<file path="src/lin_mode_pkg.sv">
package lin_mode_pkg;

    // ****************************************************************
    // Clock and timing
    // ****************************************************************
    localparam int CLK_HZ              = 10_000_000;
    localparam int DOM_TIMEOUT_MS      = 6;
    localparam int TXD_RELEASE_US      = 10;
    localparam int IGN_DEBOUNCE_US     = 160;
    localparam int RESET_DELAY_MS      = 4;
    localparam int TRIG_MIN_NS         = 200;
    // Least times round up to whole cycles
    localparam int DOM_TIMEOUT_CYCLES  = (DOM_TIMEOUT_MS * (CLK_HZ / 1000) + 0);
    localparam int TXD_RELEASE_CYCLES  = (TXD_RELEASE_US * CLK_HZ + 999_999) / 1_000_000;
    localparam int IGN_DEBOUNCE_CYCLES = (IGN_DEBOUNCE_US * CLK_HZ + 999_999) / 1_000_000;
    localparam int RESET_DELAY_CYCLES  = RESET_DELAY_MS * (CLK_HZ / 1000);
    localparam int TRIG_MIN_CYCLES     = (TRIG_MIN_NS * (CLK_HZ / 1_000_000) + 999) / 1000;

    // ****************************************************************
    // Register map (byte addresses)
    // ****************************************************************
    localparam logic [7:0]  REG_STATUS      = 8'h00;
    localparam logic [7:0]  REG_WD_WINDOW   = 8'h04;
    localparam logic [7:0]  REG_BUS_FILTER  = 8'h08;
    localparam logic [7:0]  REG_WAKE_FILTER = 8'h0C;
    localparam logic [15:0] WD_WINDOW_RESET   = 16'h4E20;
    localparam logic [15:0] BUS_FILTER_RESET  = 16'h01F4;
    localparam logic [15:0] WAKE_FILTER_RESET = 16'h01F4;

    // Status fields
    localparam int ST_MODE_LSB     = 0;
    localparam int ST_WAKE_PEND    = 5;
    localparam int ST_WAKE_LOCAL   = 6;
    localparam int ST_DOM_TIMEOUT  = 7;
    localparam int ST_WD_EXPIRED   = 8;
    localparam int ST_RESET_LOW    = 9;
    localparam int ST_RESET_PIN    = 10;

    // ****************************************************************
    // Synchronised pin indices
    // ****************************************************************
    localparam int PIN_EN    = 0;
    localparam int PIN_TXD   = 1;
    localparam int PIN_BUS   = 2;
    localparam int PIN_WAKE  = 3;
    localparam int PIN_IGN   = 4;
    localparam int PIN_KICK  = 5;
    localparam int PIN_DBG   = 6;
    localparam int PIN_VSUV  = 7;
    localparam int PIN_VCCUV = 8;
    localparam int PIN_RST   = 9;
    localparam int NUM_PINS  = 10;

    typedef enum logic [4:0] {
        MODE_UNPOWERED = 5'b0_0001,
        MODE_FAILSAFE  = 5'b0_0010,
        MODE_NORMAL    = 5'b0_0100,
        MODE_SILENT    = 5'b0_1000,
        MODE_SLEEP     = 5'b1_0000
    } mode_type;

    typedef struct packed {
        logic [NUM_PINS-1:0] sync1;
        logic [NUM_PINS-1:0] sync2;
        logic [NUM_PINS-1:0] prev;
        mode_type            mode;
        logic [15:0]         dom_cnt;
        logic [15:0]         rel_cnt;
        logic [15:0]         rst_cnt;
        logic [15:0]         bus_cnt;
        logic [15:0]         wake_cnt;
        logic [15:0]         ign_cnt;
        logic [15:0]         wd_cnt;
        logic [1:0]          kick_cnt;
        logic                dom_timed_out;
        logic                bus_armed;
        logic                wake_pending;
        logic                wake_local;
        logic                wd_expired;
        logic [15:0]         wd_window;
        logic [15:0]         bus_filter;
        logic [15:0]         wake_filter;
        logic [31:0]         prdata;
        logic                bus_dom;
        logic                rxd;
        logic                ext_on;
        logic                vcc_on;
        logic                rst_low;
        logic                txd_drive_low;
    } state_type;

    localparam state_type STATE_RESET = '{
        mode:        MODE_UNPOWERED,
        wd_window:   WD_WINDOW_RESET,
        bus_filter:  BUS_FILTER_RESET,
        wake_filter: WAKE_FILTER_RESET,
        default:     '0
    };

endpackage

</file>
<file path="src/lin_transceiver_mode_control.sv">
// Design decisions made here: the address map and the APB interface to the registers.
`timescale 1ns/10ps
module lin_transceiver_mode_control #(
    parameter int DOM_TIMEOUT_CYCLES = lin_mode_pkg::DOM_TIMEOUT_CYCLES,
    parameter int RESET_DELAY_CYCLES = lin_mode_pkg::RESET_DELAY_CYCLES,
    parameter bit DOM_TIMEOUT_EN     = 1'b1
) (
    input  wire logic        pclk,
    input  wire logic        presetn,
    input  wire logic        psel,
    input  wire logic        penable,
    input  wire logic        pwrite,
    input  wire logic [7:0]  paddr,
    input  wire logic [31:0] pwdata,
    output logic      [31:0] prdata,
    output logic             pready,
    output logic             pslverr,
    input  wire logic        enable_in,
    input  wire logic        transmit_in,
    output logic             transmit_out,
    output logic             transmit_oe_n,
    input  wire logic        bus_in,
    output logic             bus_drive_dominant,
    output logic             receive_out,
    input  wire logic        wake_in,
    input  wire logic        ignition_in,
    input  wire logic        watchdog_kick_n,
    input  wire logic        debug_mode,
    input  wire logic        vs_undervoltage,
    input  wire logic        vcc_undervoltage,
    output logic             ext_regulator_on,
    output logic             regulator_on,
    input  wire logic        reset_out_n_in,
    output logic             reset_out_n_out,
    output logic             reset_out_n_oe_n
);

    // ****************************************************************
    // Constants at counter width
    // ****************************************************************
    localparam logic [15:0] DOM_LIMIT = 16'(DOM_TIMEOUT_CYCLES);
    localparam logic [15:0] RST_LIMIT = 16'(RESET_DELAY_CYCLES);
    localparam logic [15:0] REL_LIMIT = 16'(lin_mode_pkg::TXD_RELEASE_CYCLES);
    localparam logic [15:0] IGN_LIMIT = 16'(lin_mode_pkg::IGN_DEBOUNCE_CYCLES);
    localparam logic [1:0]  TRIG_LIMIT = 2'(lin_mode_pkg::TRIG_MIN_CYCLES);

    lin_mode_pkg::state_type state_reg;
    lin_mode_pkg::state_type state_next;

    logic [lin_mode_pkg::NUM_PINS-1:0] pins_raw;
    logic [lin_mode_pkg::NUM_PINS-1:0] pin;
    logic [lin_mode_pkg::NUM_PINS-1:0] pin_prev;
    logic                              apb_setup;
    logic                              apb_write;
    logic                              addr_mapped;

    assign pins_raw = {reset_out_n_in, vcc_undervoltage, vs_undervoltage, debug_mode,
                       watchdog_kick_n, ignition_in, wake_in, bus_in, transmit_in, enable_in};
    assign pin      = state_reg.sync2;
    assign pin_prev = state_reg.prev;

    // ****************************************************************
    // APB handshake
    // ****************************************************************
    // Read data is captured in the setup cycle, so no wait state is needed
    assign apb_setup   = psel & ~penable;
    assign apb_write   = psel & penable & pwrite;
    assign addr_mapped = (paddr == lin_mode_pkg::REG_STATUS)
                       | (paddr == lin_mode_pkg::REG_WD_WINDOW)
                       | (paddr == lin_mode_pkg::REG_BUS_FILTER)
                       | (paddr == lin_mode_pkg::REG_WAKE_FILTER);
    assign pready      = 1'b1;
    assign pslverr     = psel & penable & ~addr_mapped;
    assign prdata      = state_reg.prdata;

    // ****************************************************************
    // Next state
    // ****************************************************************
    always_comb begin
        logic rst_active;
        logic en_fall;
        logic bus_rise;
        logic remote_wake;
        logic local_wake;
        logic kick_ok;
        logic wd_on;
        logic asleep;
        rst_active  = 1'b0;
        en_fall     = 1'b0;
        bus_rise    = 1'b0;
        remote_wake = 1'b0;
        local_wake  = 1'b0;
        kick_ok     = 1'b0;
        wd_on       = 1'b0;
        asleep      = 1'b0;
        state_next  = state_reg;

        state_next.sync1 = pins_raw;
        state_next.sync2 = state_reg.sync1;
        state_next.prev  = state_reg.sync2;

        rst_active = (state_reg.rst_cnt != 16'h0000);
        asleep     = (state_reg.mode == lin_mode_pkg::MODE_SILENT)
                   | (state_reg.mode == lin_mode_pkg::MODE_SLEEP);
        en_fall    = pin_prev[lin_mode_pkg::PIN_EN] & ~pin[lin_mode_pkg::PIN_EN];
        bus_rise   = ~pin_prev[lin_mode_pkg::PIN_BUS] & pin[lin_mode_pkg::PIN_BUS];

        // Register writes come first so that a hardware set below wins
        if (apb_write) begin
            case (paddr)
                lin_mode_pkg::REG_STATUS: begin
                    if (pwdata[lin_mode_pkg::ST_WD_EXPIRED]) begin
                        state_next.wd_expired = 1'b0;
                    end
                end
                lin_mode_pkg::REG_WD_WINDOW:   state_next.wd_window   = pwdata[15:0];
                lin_mode_pkg::REG_BUS_FILTER:  state_next.bus_filter  = pwdata[15:0];
                lin_mode_pkg::REG_WAKE_FILTER: state_next.wake_filter = pwdata[15:0];
                default: ;
            endcase
        end

        if (rst_active) begin
            state_next.rst_cnt = state_reg.rst_cnt - 16'h0001;
        end

        if (!pin[lin_mode_pkg::PIN_TXD] && state_reg.mode == lin_mode_pkg::MODE_NORMAL) begin
            if (state_reg.dom_cnt != DOM_LIMIT) begin
                state_next.dom_cnt = state_reg.dom_cnt + 16'h0001;
            end else if (DOM_TIMEOUT_EN) begin
                // branch dead when DOM_TIMEOUT_EN is cleared
                state_next.dom_timed_out = 1'b1;
            end
        end else begin
            state_next.dom_cnt = 16'h0000;
        end

        // release after transmit high long enough
        if (pin[lin_mode_pkg::PIN_TXD]) begin
            if (state_reg.rel_cnt != REL_LIMIT) begin
                state_next.rel_cnt = state_reg.rel_cnt + 16'h0001;
            end else begin
                state_next.dom_timed_out = 1'b0;
            end
        end else begin
            state_next.rel_cnt = 16'h0000;
        end

        // bus wake filter, also started by a low in Normal mode
        if (!pin[lin_mode_pkg::PIN_BUS]) begin
            if (state_reg.bus_cnt != state_reg.bus_filter) begin
                state_next.bus_cnt = state_reg.bus_cnt + 16'h0001;
            end else begin
                state_next.bus_armed = 1'b1;
            end
        end else begin
            state_next.bus_cnt   = 16'h0000;
            state_next.bus_armed = 1'b0;
        end
        remote_wake = asleep & bus_rise & state_reg.bus_armed;

        // local wake pin, falling edge then held low
        if (!pin[lin_mode_pkg::PIN_WAKE]) begin
            if (state_reg.wake_cnt != state_reg.wake_filter) begin
                state_next.wake_cnt = state_reg.wake_cnt + 16'h0001;
            end
        end else begin
            state_next.wake_cnt = 16'h0000;
        end
        local_wake = ~pin[lin_mode_pkg::PIN_WAKE]
                   & (state_next.wake_cnt == state_reg.wake_filter)
                   & (state_reg.wake_cnt != state_reg.wake_filter);

        if (pin[lin_mode_pkg::PIN_IGN]) begin
            if (state_reg.ign_cnt != IGN_LIMIT) begin
                state_next.ign_cnt = state_reg.ign_cnt + 16'h0001;
            end
        end else begin
            state_next.ign_cnt = 16'h0000;
        end
        local_wake = asleep & (local_wake | (pin[lin_mode_pkg::PIN_IGN]
                   & (state_reg.ign_cnt == IGN_LIMIT - 16'h0001)));

        // kick counted once the low pulse meets the minimum width
        if (!pin[lin_mode_pkg::PIN_KICK]) begin
            if (state_reg.kick_cnt != TRIG_LIMIT) begin
                state_next.kick_cnt = state_reg.kick_cnt + 2'b01;
            end
        end else begin
            state_next.kick_cnt = 2'b00;
        end
        kick_ok = ~pin[lin_mode_pkg::PIN_KICK] & (state_reg.kick_cnt == TRIG_LIMIT - 2'b01);

        wd_on = ((state_reg.mode == lin_mode_pkg::MODE_NORMAL)
              | (state_reg.mode == lin_mode_pkg::MODE_FAILSAFE))
              & ~pin[lin_mode_pkg::PIN_DBG] & ~rst_active;
        if (!wd_on || kick_ok) begin
            state_next.wd_cnt = 16'h0000;
        end else if (state_reg.wd_cnt == state_reg.wd_window) begin
            // Missed kick: issue a full reset pulse and restart
            state_next.wd_cnt     = 16'h0000;
            state_next.wd_expired = 1'b1;
            state_next.rst_cnt    = RST_LIMIT;
        end else begin
            state_next.wd_cnt = state_reg.wd_cnt + 16'h0001;
        end

        // ************************************************************
        // Mode machine
        // ************************************************************
        case (state_reg.mode)
            lin_mode_pkg::MODE_UNPOWERED: begin
                // power-up goes to Fail-safe with the reset delay
                if (!pin[lin_mode_pkg::PIN_VSUV]) begin
                    state_next.mode    = lin_mode_pkg::MODE_FAILSAFE;
                    state_next.rst_cnt = RST_LIMIT;
                end
            end
            lin_mode_pkg::MODE_FAILSAFE: begin
                // no change while the reset delay runs
                // enable after a Silent wake goes straight on
                // Stay while the supply is low, or Normal and Fail-safe would alternate
                if (!rst_active && !pin[lin_mode_pkg::PIN_VCCUV] && pin[lin_mode_pkg::PIN_EN]) begin
                    state_next.mode = lin_mode_pkg::MODE_NORMAL;
                    state_next.wake_pending = 1'b0;
                    state_next.wake_local   = 1'b0;
                end
            end
            lin_mode_pkg::MODE_NORMAL: begin
                // running reset delay or Vcc undervoltage drops to Fail-safe; reset pin level not read
                if (rst_active || pin[lin_mode_pkg::PIN_VCCUV]) begin
                    state_next.mode = lin_mode_pkg::MODE_FAILSAFE;
                end else if (en_fall) begin
                    // bus and wake levels not consulted
                    if (pin[lin_mode_pkg::PIN_TXD]) begin
                        state_next.mode = lin_mode_pkg::MODE_SILENT;
                    end else begin
                        state_next.mode = lin_mode_pkg::MODE_SLEEP;
                    end
                end
            end
            lin_mode_pkg::MODE_SILENT: begin
                if (rst_active || pin[lin_mode_pkg::PIN_VCCUV]) begin
                    state_next.mode = lin_mode_pkg::MODE_FAILSAFE;
                end else if (pin[lin_mode_pkg::PIN_EN]) begin
                    state_next.mode = lin_mode_pkg::MODE_FAILSAFE;
                end else if (remote_wake || local_wake) begin
                    state_next.mode         = lin_mode_pkg::MODE_FAILSAFE;
                    state_next.wake_pending = 1'b1;
                    state_next.wake_local   = local_wake;
                end
            end
            lin_mode_pkg::MODE_SLEEP: begin
                // Regulator restarts, so the reset delay runs again
                if (pin[lin_mode_pkg::PIN_EN]) begin
                    state_next.mode    = lin_mode_pkg::MODE_FAILSAFE;
                    state_next.rst_cnt = RST_LIMIT;
                end else if (remote_wake || local_wake) begin
                    state_next.mode         = lin_mode_pkg::MODE_FAILSAFE;
                    state_next.rst_cnt      = RST_LIMIT;
                    state_next.wake_pending = 1'b1;
                    state_next.wake_local   = local_wake;
                end
            end
            default: begin
                state_next.mode = lin_mode_pkg::MODE_FAILSAFE;
            end
        endcase

        if (pin[lin_mode_pkg::PIN_VSUV]) begin
            state_next.mode = lin_mode_pkg::MODE_UNPOWERED;
        end

        // ************************************************************
        // Pin outputs
        // ************************************************************
        // driver only active in Normal
        state_next.bus_dom = (state_next.mode == lin_mode_pkg::MODE_NORMAL)
                           & ~pin[lin_mode_pkg::PIN_TXD] & ~state_next.dom_timed_out;
        case (state_next.mode)
            lin_mode_pkg::MODE_NORMAL:   state_next.rxd = pin[lin_mode_pkg::PIN_BUS];
            lin_mode_pkg::MODE_FAILSAFE: state_next.rxd = ~state_next.wake_pending;
            lin_mode_pkg::MODE_SILENT:   state_next.rxd = 1'b1;
            default:                     state_next.rxd = 1'b0;
        endcase
        state_next.ext_on = (state_next.mode == lin_mode_pkg::MODE_NORMAL)
                          | (state_next.mode == lin_mode_pkg::MODE_FAILSAFE);
        state_next.vcc_on = state_next.ext_on | (state_next.mode == lin_mode_pkg::MODE_SILENT);
        // undervoltage or watchdog pulls reset low
        state_next.rst_low = (state_next.rst_cnt != 16'h0000) | pin[lin_mode_pkg::PIN_VCCUV]
                           | ~state_next.vcc_on;
        // local wake shown by a strong low on transmit
        state_next.txd_drive_low = (state_next.mode == lin_mode_pkg::MODE_FAILSAFE)
                                 & state_next.wake_local;

        if (apb_setup) begin
            state_next.prdata = 32'h0000_0000;
            case (paddr)
                lin_mode_pkg::REG_STATUS: begin
                    state_next.prdata[lin_mode_pkg::ST_MODE_LSB +: 5] = state_reg.mode;
                    state_next.prdata[lin_mode_pkg::ST_WAKE_PEND]   = state_reg.wake_pending;
                    state_next.prdata[lin_mode_pkg::ST_WAKE_LOCAL]  = state_reg.wake_local;
                    state_next.prdata[lin_mode_pkg::ST_DOM_TIMEOUT] = state_reg.dom_timed_out;
                    state_next.prdata[lin_mode_pkg::ST_WD_EXPIRED]  = state_reg.wd_expired;
                    state_next.prdata[lin_mode_pkg::ST_RESET_LOW]   = state_reg.rst_low;
                    state_next.prdata[lin_mode_pkg::ST_RESET_PIN]   = pin[lin_mode_pkg::PIN_RST];
                end
                lin_mode_pkg::REG_WD_WINDOW:   state_next.prdata[15:0] = state_reg.wd_window;
                lin_mode_pkg::REG_BUS_FILTER:  state_next.prdata[15:0] = state_reg.bus_filter;
                lin_mode_pkg::REG_WAKE_FILTER: state_next.prdata[15:0] = state_reg.wake_filter;
                default: ;
            endcase
        end
    end

    always_ff @(posedge pclk or negedge presetn) begin
        if (!presetn) begin
            state_reg <= lin_mode_pkg::STATE_RESET;
        end else begin
            state_reg <= state_next;
        end
    end

    // ****************************************************************
    // Output pins
    // ****************************************************************
    assign bus_drive_dominant = state_reg.bus_dom;
    assign receive_out        = state_reg.rxd;
    assign ext_regulator_on   = state_reg.ext_on;
    assign regulator_on       = state_reg.vcc_on;
    assign transmit_out       = 1'b0;
    assign transmit_oe_n      = ~state_reg.txd_drive_low;
    assign reset_out_n_out    = 1'b0;
    assign reset_out_n_oe_n   = ~state_reg.rst_low;

endmodule

</file>
<file path="config.mk">
export PLATFORM = sky130hd
export DESIGN_NAME = lin_transceiver_mode_control
export DESIGN_NICKNAME = d
export VERILOG_FILES = /design/src/lin_mode_pkg.sv /design/src/lin_transceiver_mode_control.sv
export SDC_FILE = /design/constraint.sdc
export NUM_CORES = 1
export LEC_CHECK = 0
export ABC_AREA = 1
export BUFFER_PORTS_ARGS = -buffer_cell sky130_fd_sc_hd__buf_2
export CORE_UTILIZATION = 30
export CTS_BUF_LIST = sky130_fd_sc_hd__clkbuf_8
export DETAILED_ROUTE_END_ITERATION = 6
export GPL_ROUTABILITY_DRIVEN = 0
export GPL_TIMING_DRIVEN = 0
export PLACE_DENSITY_LB_ADDON = 0.12
export REMOVE_ABC_BUFFERS = 1
export SLEW_MARGIN = 20
export SYNTH_ARGS = -nofsm -noshare
export SYNTH_HDL_FRONTEND = slang
export SYNTH_SLANG_ARGS = --single-unit
</file>
<file path="constraint.sdc">
create_clock -name pclk -period 7.3 [get_ports pclk]
set_input_delay 1.095 -clock pclk [delete_from_list [all_inputs] [get_ports pclk]]
set_output_delay 1.095 -clock pclk [all_outputs]
set_load 0.1 [all_outputs]
</file>
==> results of run 1 <==
-- metrics by stage --
stage | power (W) | utilization | setup slack, ns | cell area, um^2 | hold WS [ns]
after detailed placement | 0.00202 | 0.325 | 2.72 | 12300 | 0.336
after global placement | 0.00201 | 0.323 | 0.992 | 12200 | 0.333
after CTS | 0.00339 | 0.350 | 2.72 | 13200 | 0.350
after global routing | 0.00354 | 0.350 | 2.54 | 13200 | 0.357
final | 0.00333 | 0.350 | 2.79 | 13200 | 0.347
after floorplan | 0.00183 | - | 2.55 | 11300 | 0.331
-- report_power, final --
group	total [W]	switching (W)	internal, W
Sequential	0.00135	0.0000754	0.00127
Clock	0.00133	0.000551	0.000784
Combinational	0.000644	0.000453	0.000191
-- layout make-up --
class / count / area [um^2]
fillers: 4058 / 24600
flip-flops and latches: 216 / 5430
inverters: 248 / 931
clock buffers: 59 / 812
clock inverters: 18 / 125
multi-input cells: 1021 / 4920
well taps: 511 / 639
repair buffers: 66 / 385
-- layout by cell type, fill, tap and decap left out, types with 3 or more instances in the layout --
| cell type | instances |
|---|---|
| a21oi_1 | 56 |
| a221oi_1 | 11 |
| a31oi_1 | 4 |
| buf_2 | 63 |
| clkbuf_8 | 59 |
| clkinv_1 | 4 |
| conb_1 | 19 |
| dfrtp_1 | 198 |
| dfstp_2 | 18 |
| ha_1 | 13 |
| inv_1 | 252 |
| inv_2 | 6 |
| nand2_1 | 386 |
| nand2_2 | 5 |
| nand3_1 | 82 |
| nand3b_1 | 3 |
| nand4_1 | 32 |
| nor2_1 | 141 |
| nor3_1 | 47 |
| nor4_1 | 15 |
| o211ai_1 | 3 |
| o21a_1 | 3 |
| o21ai_0 | 123 |
| o22ai_1 | 10 |
| or2_2 | 6 |
| xnor2_1 | 17 |
| xor2_1 | 20 |
-- per-layer routing --
metal | share of wire | global-route usage
met1 | 0.51 | 0.226
met4 | 0.024 | 0.0590
met3 | 0.039 | 0.0281
met5 | 0 | 0
met2 | 0.43 | 0.244
-- cells by family (layout without fill, tap and decap cells) --
family,count (synthesis),count (layout)
AND/OR/NAND/NOR,732,732
buffers and inverters,308,391
AO/OA/AOI/OAI,220,220
flip-flops,216,216
XOR/XNOR,37,37
adder cells (fa/ha/maj),13,13
other,2,19
-- how the worst max path moves through the flow --
stage | from | endpoint | slack, ns | cells after the start
after floorplan | paddr[4] | pslverr | 2.55 | 6
after CTS | paddr[5] | pslverr | 2.72 | 8
after global placement | presetn | state_next[227] | 0.99 | 1
after global routing | paddr[5] | pslverr | 2.54 | 8
final | paddr[5] | pslverr | 2.79 | 8
after detailed placement | paddr[5] | pslverr | 2.72 | 8
==> qor.txt, run 1 <==
Worst path max stage delay: 0.56 ns
DR iter-0 viols: 604
Hold Path Class: register to register
global-route wire length before repair: 49.4 mm
mean number of vias per cell: 4.50
cell with the most instances after synthesis: nand2_1
Worst EP arrival: 3.42 ns
crit path buf inv count: 4
Synth Area in XOR/XNOR: 0.0280
Clk Tree Root Cell: clkbuf_8
number of flip-flops in the largest register: 174
ant diodes: 0
antenna violations before repair: 0
Reg2Reg Depth: 23
reg2reg setup slack: 3.78 ns
async set-reset flop share out of synthesis: 1.00
EDFF count, synth: 0
share of cells above drive strength 1: 0.108
main combinational cell family by area after synthesis: simple AND/OR/NAND/NOR gates
Slew @ Worst Pin: 1.03 ns
final setup vio count: 0
Synth Cell Area: 11600 um^2
Ports: 97
clock tree buffer depth: 3
Synth Area in Adders: 0.0140
Fmax: 0.222 GHz
reg-to-reg critical path endpoint: state_reg[1]
crit share post-route: 0.618
CP endpoint kind: primary output
CP max FO: 10
worst r2r src: state_reg[43]
Pins Over Slew Limit: 0
Max-cap violations: 0
Post-synth top flop: dfrtp_1
slowest CP cell: nor4_4
Setup Buffers After CTS: 0
Die Y: 199 um
CP startpoint kind: primary input
clock-pin slew on the worst setup and hold paths: 0.05 ns
leakage power total: 6.26 nW
post-synthesis mux area share: 0
family with the most delay on the worst path: simple AND/OR/NAND/NOR gates
post-DP HPWL: 22.4 mm
die area: 39400 um^2
TritonCTS Sinks: 216
vias in the first global route: 9298
Syn. warnings: 0
Layout area overhead: 14.3%
DRC Markers: 0
hold path endpoint: pin[4]
Initial Util: 0.306
largest net degree at the start of global routing: 81
Total Nets Final: 1663
WP data required: 6.20 ns
synth top area cells: dfrtp_1 43%, nand2_1 13%, inv_1 7.7%, o21ai_0 5.3%, nor2_1 4.6%
port bufs: 61
RSZ-0062 raised after global routing: no
final hold vios: 0
Placed Cells: 2062
GR Util All Layers: 0.160
final WL: 30.4 mm
Setup TNS: 0 ns
cell depth of the worst hold path: 0
H-tree depth: 2
Post-synth top cells: 386 x nand2_1, 238 x inv_1, 198 x dfrtp_1
cell repeated most along the worst path: buf_2
total CTS buffers: 42
Period minus WS final: 4.51 ns
Synth area leader: dfrtp_1
Synth Area per Inst: 7.58 um^2
insertion delay of the later-clocked pin in the worst-skew pair: 0.60 ns
CP Cell Sequence: buf_2, nor4_1, inv_1, nor4_4, clkinv_1, nand3_1, nor3_1, buf_2
Max VDD drop: 0.105 mV
simple-gate share of the synthesized area: 0.271
antenna-violating nets left: 0
drt pass-1 iters: 5
CTS tree: built
total grt overflow: 0
Worst slew margin: 0.307
Routed wire per std cell: 14.2 um
Hold Buf Count CTS: 0
share of the synthesized area in the top cell type: 0.428
core area: 37800 um^2
Layout Cells excl Fill: 2139
power per standard cell area: 251 nW/um^2
sequential area share after synthesis: 0.468
Rows: 71
Synth Instances: 1528
total of cells resized after clock tree synthesis: 0
complex-gate fraction of the synthesized area: 0.104
unique cell type count in the Yosys netlist: 47
Worst Skew: 0.0348 ns
run status: finished clean
hold path startpoint: state_next[224]
critical path class: primary input to primary output
#FFs+latches synth: 216
Die X: 199 um
via count: 9635
Power figures use the tool's default switching activity.
==> run 2, diff against run 1 <==
==> constraint.sdc (replaced) <==
create_clock -name pclk -period 3.65 [get_ports pclk]
set_input_delay 0.5475 -clock pclk [delete_from_list [all_inputs] [get_ports pclk]]
set_output_delay 0.5475 -clock pclk [all_outputs]
set_load 0.1 [all_outputs]
==> run 2 against run 1 <==
Effect of this change: global-route usage about the same; setup slack got worse by 2.5 ns; first-iteration DRC count increased by 4.5%; largest cell class unchanged; highest routed layer unchanged.
==> qor.txt, run 2 (synthesized netlist as in run 1, its figures left out) <==
critical path class: primary input to primary output
clock tree buffer depth: 3
Layout area overhead: 15.0%
total CTS buffers: 42
leakage power total: 6.29 nW
final hold vios: 0
insertion delay of the later-clocked pin in the worst-skew pair: 0.60 ns
TritonCTS Sinks: 216
Crit path depth: 8
GR Util All Layers: 0.160
Clk Tree Root Cell: clkbuf_8
DR iter-0 viols: 631
Rows: 71
final setup margin: 0.290 ns
H-tree depth: 2
Total Nets Final: 1669
CTS tree: built
Pins Over Slew Limit: 0
crit path buf inv count: 4
Die Y: 199 um
CP endpoint kind: primary output
Worst slew margin: 0.311
clock-pin slew on the worst setup and hold paths: 0.05 ns
antenna-violating nets left: 0
crit share post-route: 0.921
power per standard cell area: 508 nW/um^2
Layout Cells excl Fill: 2145
core area: 37800 um^2
largest net degree at the start of global routing: 81
CP startpoint kind: primary input
Reg2Reg Depth: 24
die area: 39400 um^2
Fmax: 0.298 GHz
leading cell type in the layout, fill and taps excluded: nand2_1
number of flip-flops in the largest register: 174
mean number of vias per cell: 4.50
CP max FO: 10
cell repeated most along the worst path: buf_2
worst r2r src: state_reg[46]
share of cells above drive strength 1: 0.111
DRC Markers: 0
port bufs: 61
Worst path max stage delay: 0.61 ns
family with the most delay on the worst path: simple AND/OR/NAND/NOR gates
Max-cap violations: 0
final WL: 30.4 mm
total grt overflow: 0
dpl ws: 0.104 ns
Hold Path Class: primary input to register
RSZ-0062 raised after global routing: no
run status: finished clean
Die X: 199 um
Max VDD drop: 0.200 mV
Placed Cells: 2062
Ports: 97
Critical Path Sink: pslverr
via count: 9657
Routed wire per std cell: 14.2 um
Slew @ Worst Pin: 1.02 ns
reg2reg setup slack: 0.34 ns
vias in the first global route: 9306
CP Cell Sequence: buf_2, nor4_1, inv_1, nor4_4, clkinvlp_4, nand3_1, nor3_1, buf_2
worst setup path start: paddr[5]
final setup vio count: 0
ant diodes: 0
WP data required: 3.10 ns
Period minus WS final: 3.36 ns
global-route wire length before repair: 49.5 mm
drt pass-1 iters: 5
slowest CP cell: nor4_4
post-DP HPWL: 22.4 mm
most frequent cells in the layout: 386 x nand2_1, 252 x inv_1, 198 x dfrtp_1
antenna violations before repair: 0
reg-to-reg critical path endpoint: state_reg[1]
Worst EP arrival: 2.81 ns
Initial Util: 0.306
Worst Skew: 0.0355 ns
## run 2: layout make-up
cell class | instances | area, um^2
fillers | 4053 | 24500
multi-input cells | 1021 | 4940
inverters | 248 | 935
repair buffers | 72 | 445
clock inverters | 18 | 125
clock buffers | 59 | 812
flip-flops and latches | 216 | 5430
well taps | 511 | 639
## run 2: report_power, final
group	internal [W]	leakage, nW	total, W	switching, W
sequential	0.00254	2.83	0.00269	0.000151
clock	0.00157	0.531	0.00267	0.00110
combinational	0.000468	2.92	0.00140	0.000932
## run 2: how the worst min path moves through the flow
stage | cells after the start | slack, ns | to | startpoint
CTS | 1 | 0.01 | state_next[223] | wake_in
finish | 1 | 0.07 | state_next[223] | wake_in
global route | 1 | 0.04 | state_next[225] | watchdog_kick_n
floorplan | 0 | 0.25 | bus_drive_dominant | presetn
detailed placement | 0 | 0.34 | pin[6] | state_next[226]
global placement | 0 | 0.33 | pin[4] | state_next[224]
## run 2: per-layer routing
metal	up-vias	GRT usage	share of wire
li1	4990	-	-
met1	4463	0.226	0.51
met2	158	0.245	0.43
met3	46	0.0280	0.037
met4	0	0.0590	0.024
met5	-	0	0
## run 2: timing repair
item                                    4_1_cts  5_1_grt
gates resized for setup                       0        3
setup buffers                                 0        5
endpoints found under the setup margin        0        4
endpoints found under the hold margin        59        0
hold buffers                                  1        0
## run 2: metrics by stage
stage	utilization	TNS (ns)	power [W]	area, um^2	hold WS, ns
4_1_cts	0.350	0	0.00678	13300	0.0113
6_report	0.352	0	0.00677	13300	0.0661
5_1_grt	0.352	0	0.00719	13300	0.0403
3_5_place_dp	0.325	0	0.00403	12300	0.336
3_3_place_gp	0.323	-456.77	0.00402	12200	0.333
2_1_floorplan	-	-0.00134	0.00366	11300	0.252
==> run 3, diff against run 2 <==
--- a/config.mk
+++ b/config.mk
@@ -12,6 +12,7 @@
 export DETAILED_ROUTE_END_ITERATION = 6
 export GPL_ROUTABILITY_DRIVEN = 0
 export GPL_TIMING_DRIVEN = 0
+export MAX_ROUTING_LAYER = met4
 export PLACE_DENSITY_LB_ADDON = 0.12
 export REMOVE_ABC_BUFFERS = 1
 export SLEW_MARGIN = 20
==> run 3 against run 2 <==
Effect of this change: clock power about the same; fmax is 0.38% lower; sequential share of layout area about the same; cell count hardly changed; non-clock buffer count down 2; setup slack lost 0.013 ns; first-iteration DRC count up 2.1%; combinational power about the same; die area did not move; largest cell class unchanged.
==> qor.txt, run 3 (synthesized netlist as in run 1, its figures left out) <==
Placed Cells: 2062
WP data required: 3.10 ns
cell depth of the worst hold path: 1
most frequent cells in the layout: 386 x nand2_1, 252 x inv_1, 198 x dfrtp_1
Worst slew margin: 0.308
DR iter-0 viols: 644
largest net degree at the start of global routing: 81
Max VDD drop: 0.200 mV
Clk Tree Root Cell: clkbuf_8
Core Util, Final: 0.352
Layout area overhead: 14.9%
Total Nets Final: 1668
Pins Over Slew Limit: 0
power per standard cell area: 506 nW/um^2
Layout Cells excl Fill: 2144
clock tree buffer depth: 3
H-tree depth: 2
cell repeated most along the worst path: buf_2
antenna violations before repair: 0
CTS tree: built
global-route wire length before repair: 49.4 mm
share of cells above drive strength 1: 0.111
worst hold slack: 0.0687 ns
Fmax: 0.296 GHz
reg2reg setup slack: 0.31 ns
antenna-violating nets left: 0
Slew @ Worst Pin: 1.03 ns
critical path class: primary input to primary output
CP max FO: 10
drt pass-1 iters: 5
via count: 9649
slowest CP cell: nor4_4
CP endpoint kind: primary output
vias in the first global route: 9309
Initial Util: 0.306
Reg2Reg Depth: 23
Routed wire per std cell: 14.3 um
insertion delay of the later-clocked pin in the worst-skew pair: 0.59 ns
CP Cell Sequence: buf_2, nor4_1, inv_1, nor4_4, clkinvlp_4, nand3_1, nor3_1, buf_2
die area: 39400 um^2
final WL: 30.6 mm
Max-cap violations: 0
Placed Area: 12300 um^2
CP startpoint kind: primary input
number of flip-flops in the largest register: 174
total grt overflow: 0
GR Util All Layers: 0.165
final setup vio count: 0
core area: 37800 um^2
crit share post-route: 0.924
mean number of vias per cell: 4.50
Die Y: 199 um
total CTS buffers: 42
final hold vios: 0
Hold Path Class: primary input to register
Setup TNS: 0 ns
Die X: 199 um
run status: finished clean
Worst EP arrival: 2.83 ns
Worst Skew: 0.0349 ns
post-DP HPWL: 22.4 mm
ant diodes: 0
Worst path max stage delay: 0.62 ns
leakage power total: 6.28 nW
clock-pin slew on the worst setup and hold paths: 0.05 ns
Period minus WS final: 3.37 ns
TritonCTS Sinks: 216
leading cell type in the layout, fill and taps excluded: nand2_1
post-route cell area: 13300 um^2
DRC Markers: 0
Ports: 97
port bufs: 61
Rows: 71
RSZ-0062 raised after global routing: no
[run 3: cell types whose count changed in the layout (fill, tap and decap cells not counted)]
| cell | delta |
|---|---|
| buf_4 | -1 |
| buf_12 | -1 |
| nand3_2 | +1 |
| nor2_2 | +1 |
| nand3_1 | -1 |
| nand2_2 | -1 |
| nand2_4 | +1 |
[run 3: path summary, 6_finish.rpt]
check                                start               to
setup / recovery                  paddr[5]          pslverr
max in group asynchronous          presetn    state_reg[75]
setup reg to reg             state_reg[43]     state_reg[1]
hold reg to reg            state_next[224]           pin[4]
hold / removal                     wake_in  state_next[223]
min in group asynchronous          presetn   state_reg[136]
[run 3: power breakdown]
group | internal (W) | total (W) | switching (W) | leakage (nW)
clock | 0.00157 | 0.00267 | 0.00110 | 0.531
sequential | 0.00254 | 0.00269 | 0.000151 | 2.83
combinational | 0.000432 | 0.00137 | 0.000940 | 2.92
[run 3: cell type report]
type	instances	area (um^2)
clock buffers	59	812
clock inverters	18	125
fillers	4055	24500
inverters	248	935
multi-input cells	1022	4950
flip-flops and latches	216	5430
well taps	511	639
repair buffers	70	418
[run 3: timing repair]
| item | in CTS | in global routing |
|---|---|---|
| hold buffers | 1 | 0 |
| hold endpoints to repair | 59 | 0 |
| gates resized for setup | 0 | 5 |
| setup buffers | 0 | 3 |
| endpoints found under the setup margin | 0 | 4 |
[run 3: metal layers]
| layer | GRT usage | up-vias | share of wire |
|---|---|---|---|
| met4 | 0.0590 | 0 | 0.022 |
| met3 | 0.0266 | 55 | 0.038 |
| met5 | - | - | 0 |
| met1 | 0.227 | 4426 | 0.51 |
| li1 | - | 4995 | - |
| met2 | 0.245 | 173 | 0.43 |
[run 3: per-stage QoR]
| step | setup WS, ns | total power [W] |
|---|---|---|
| 5_1_grt | 0.0211 | 0.00716 |
| 3_3_place_gp | -2.11 | 0.00402 |
| 6_report | 0.277 | 0.00674 |
| 2_1_floorplan | -0.00134 | 0.00366 |
| 3_5_place_dp | 0.104 | 0.00403 |
| 4_1_cts | 0.0853 | 0.00678 |
[run 3: worst max-delay path, delay by kind of cell]
| kind | cells | cell delay (ns) |
|---|---|---|
| AND/OR/NAND/NOR | 4 | 1.18 |
| buffers and inverters | 4 | 1.07 |
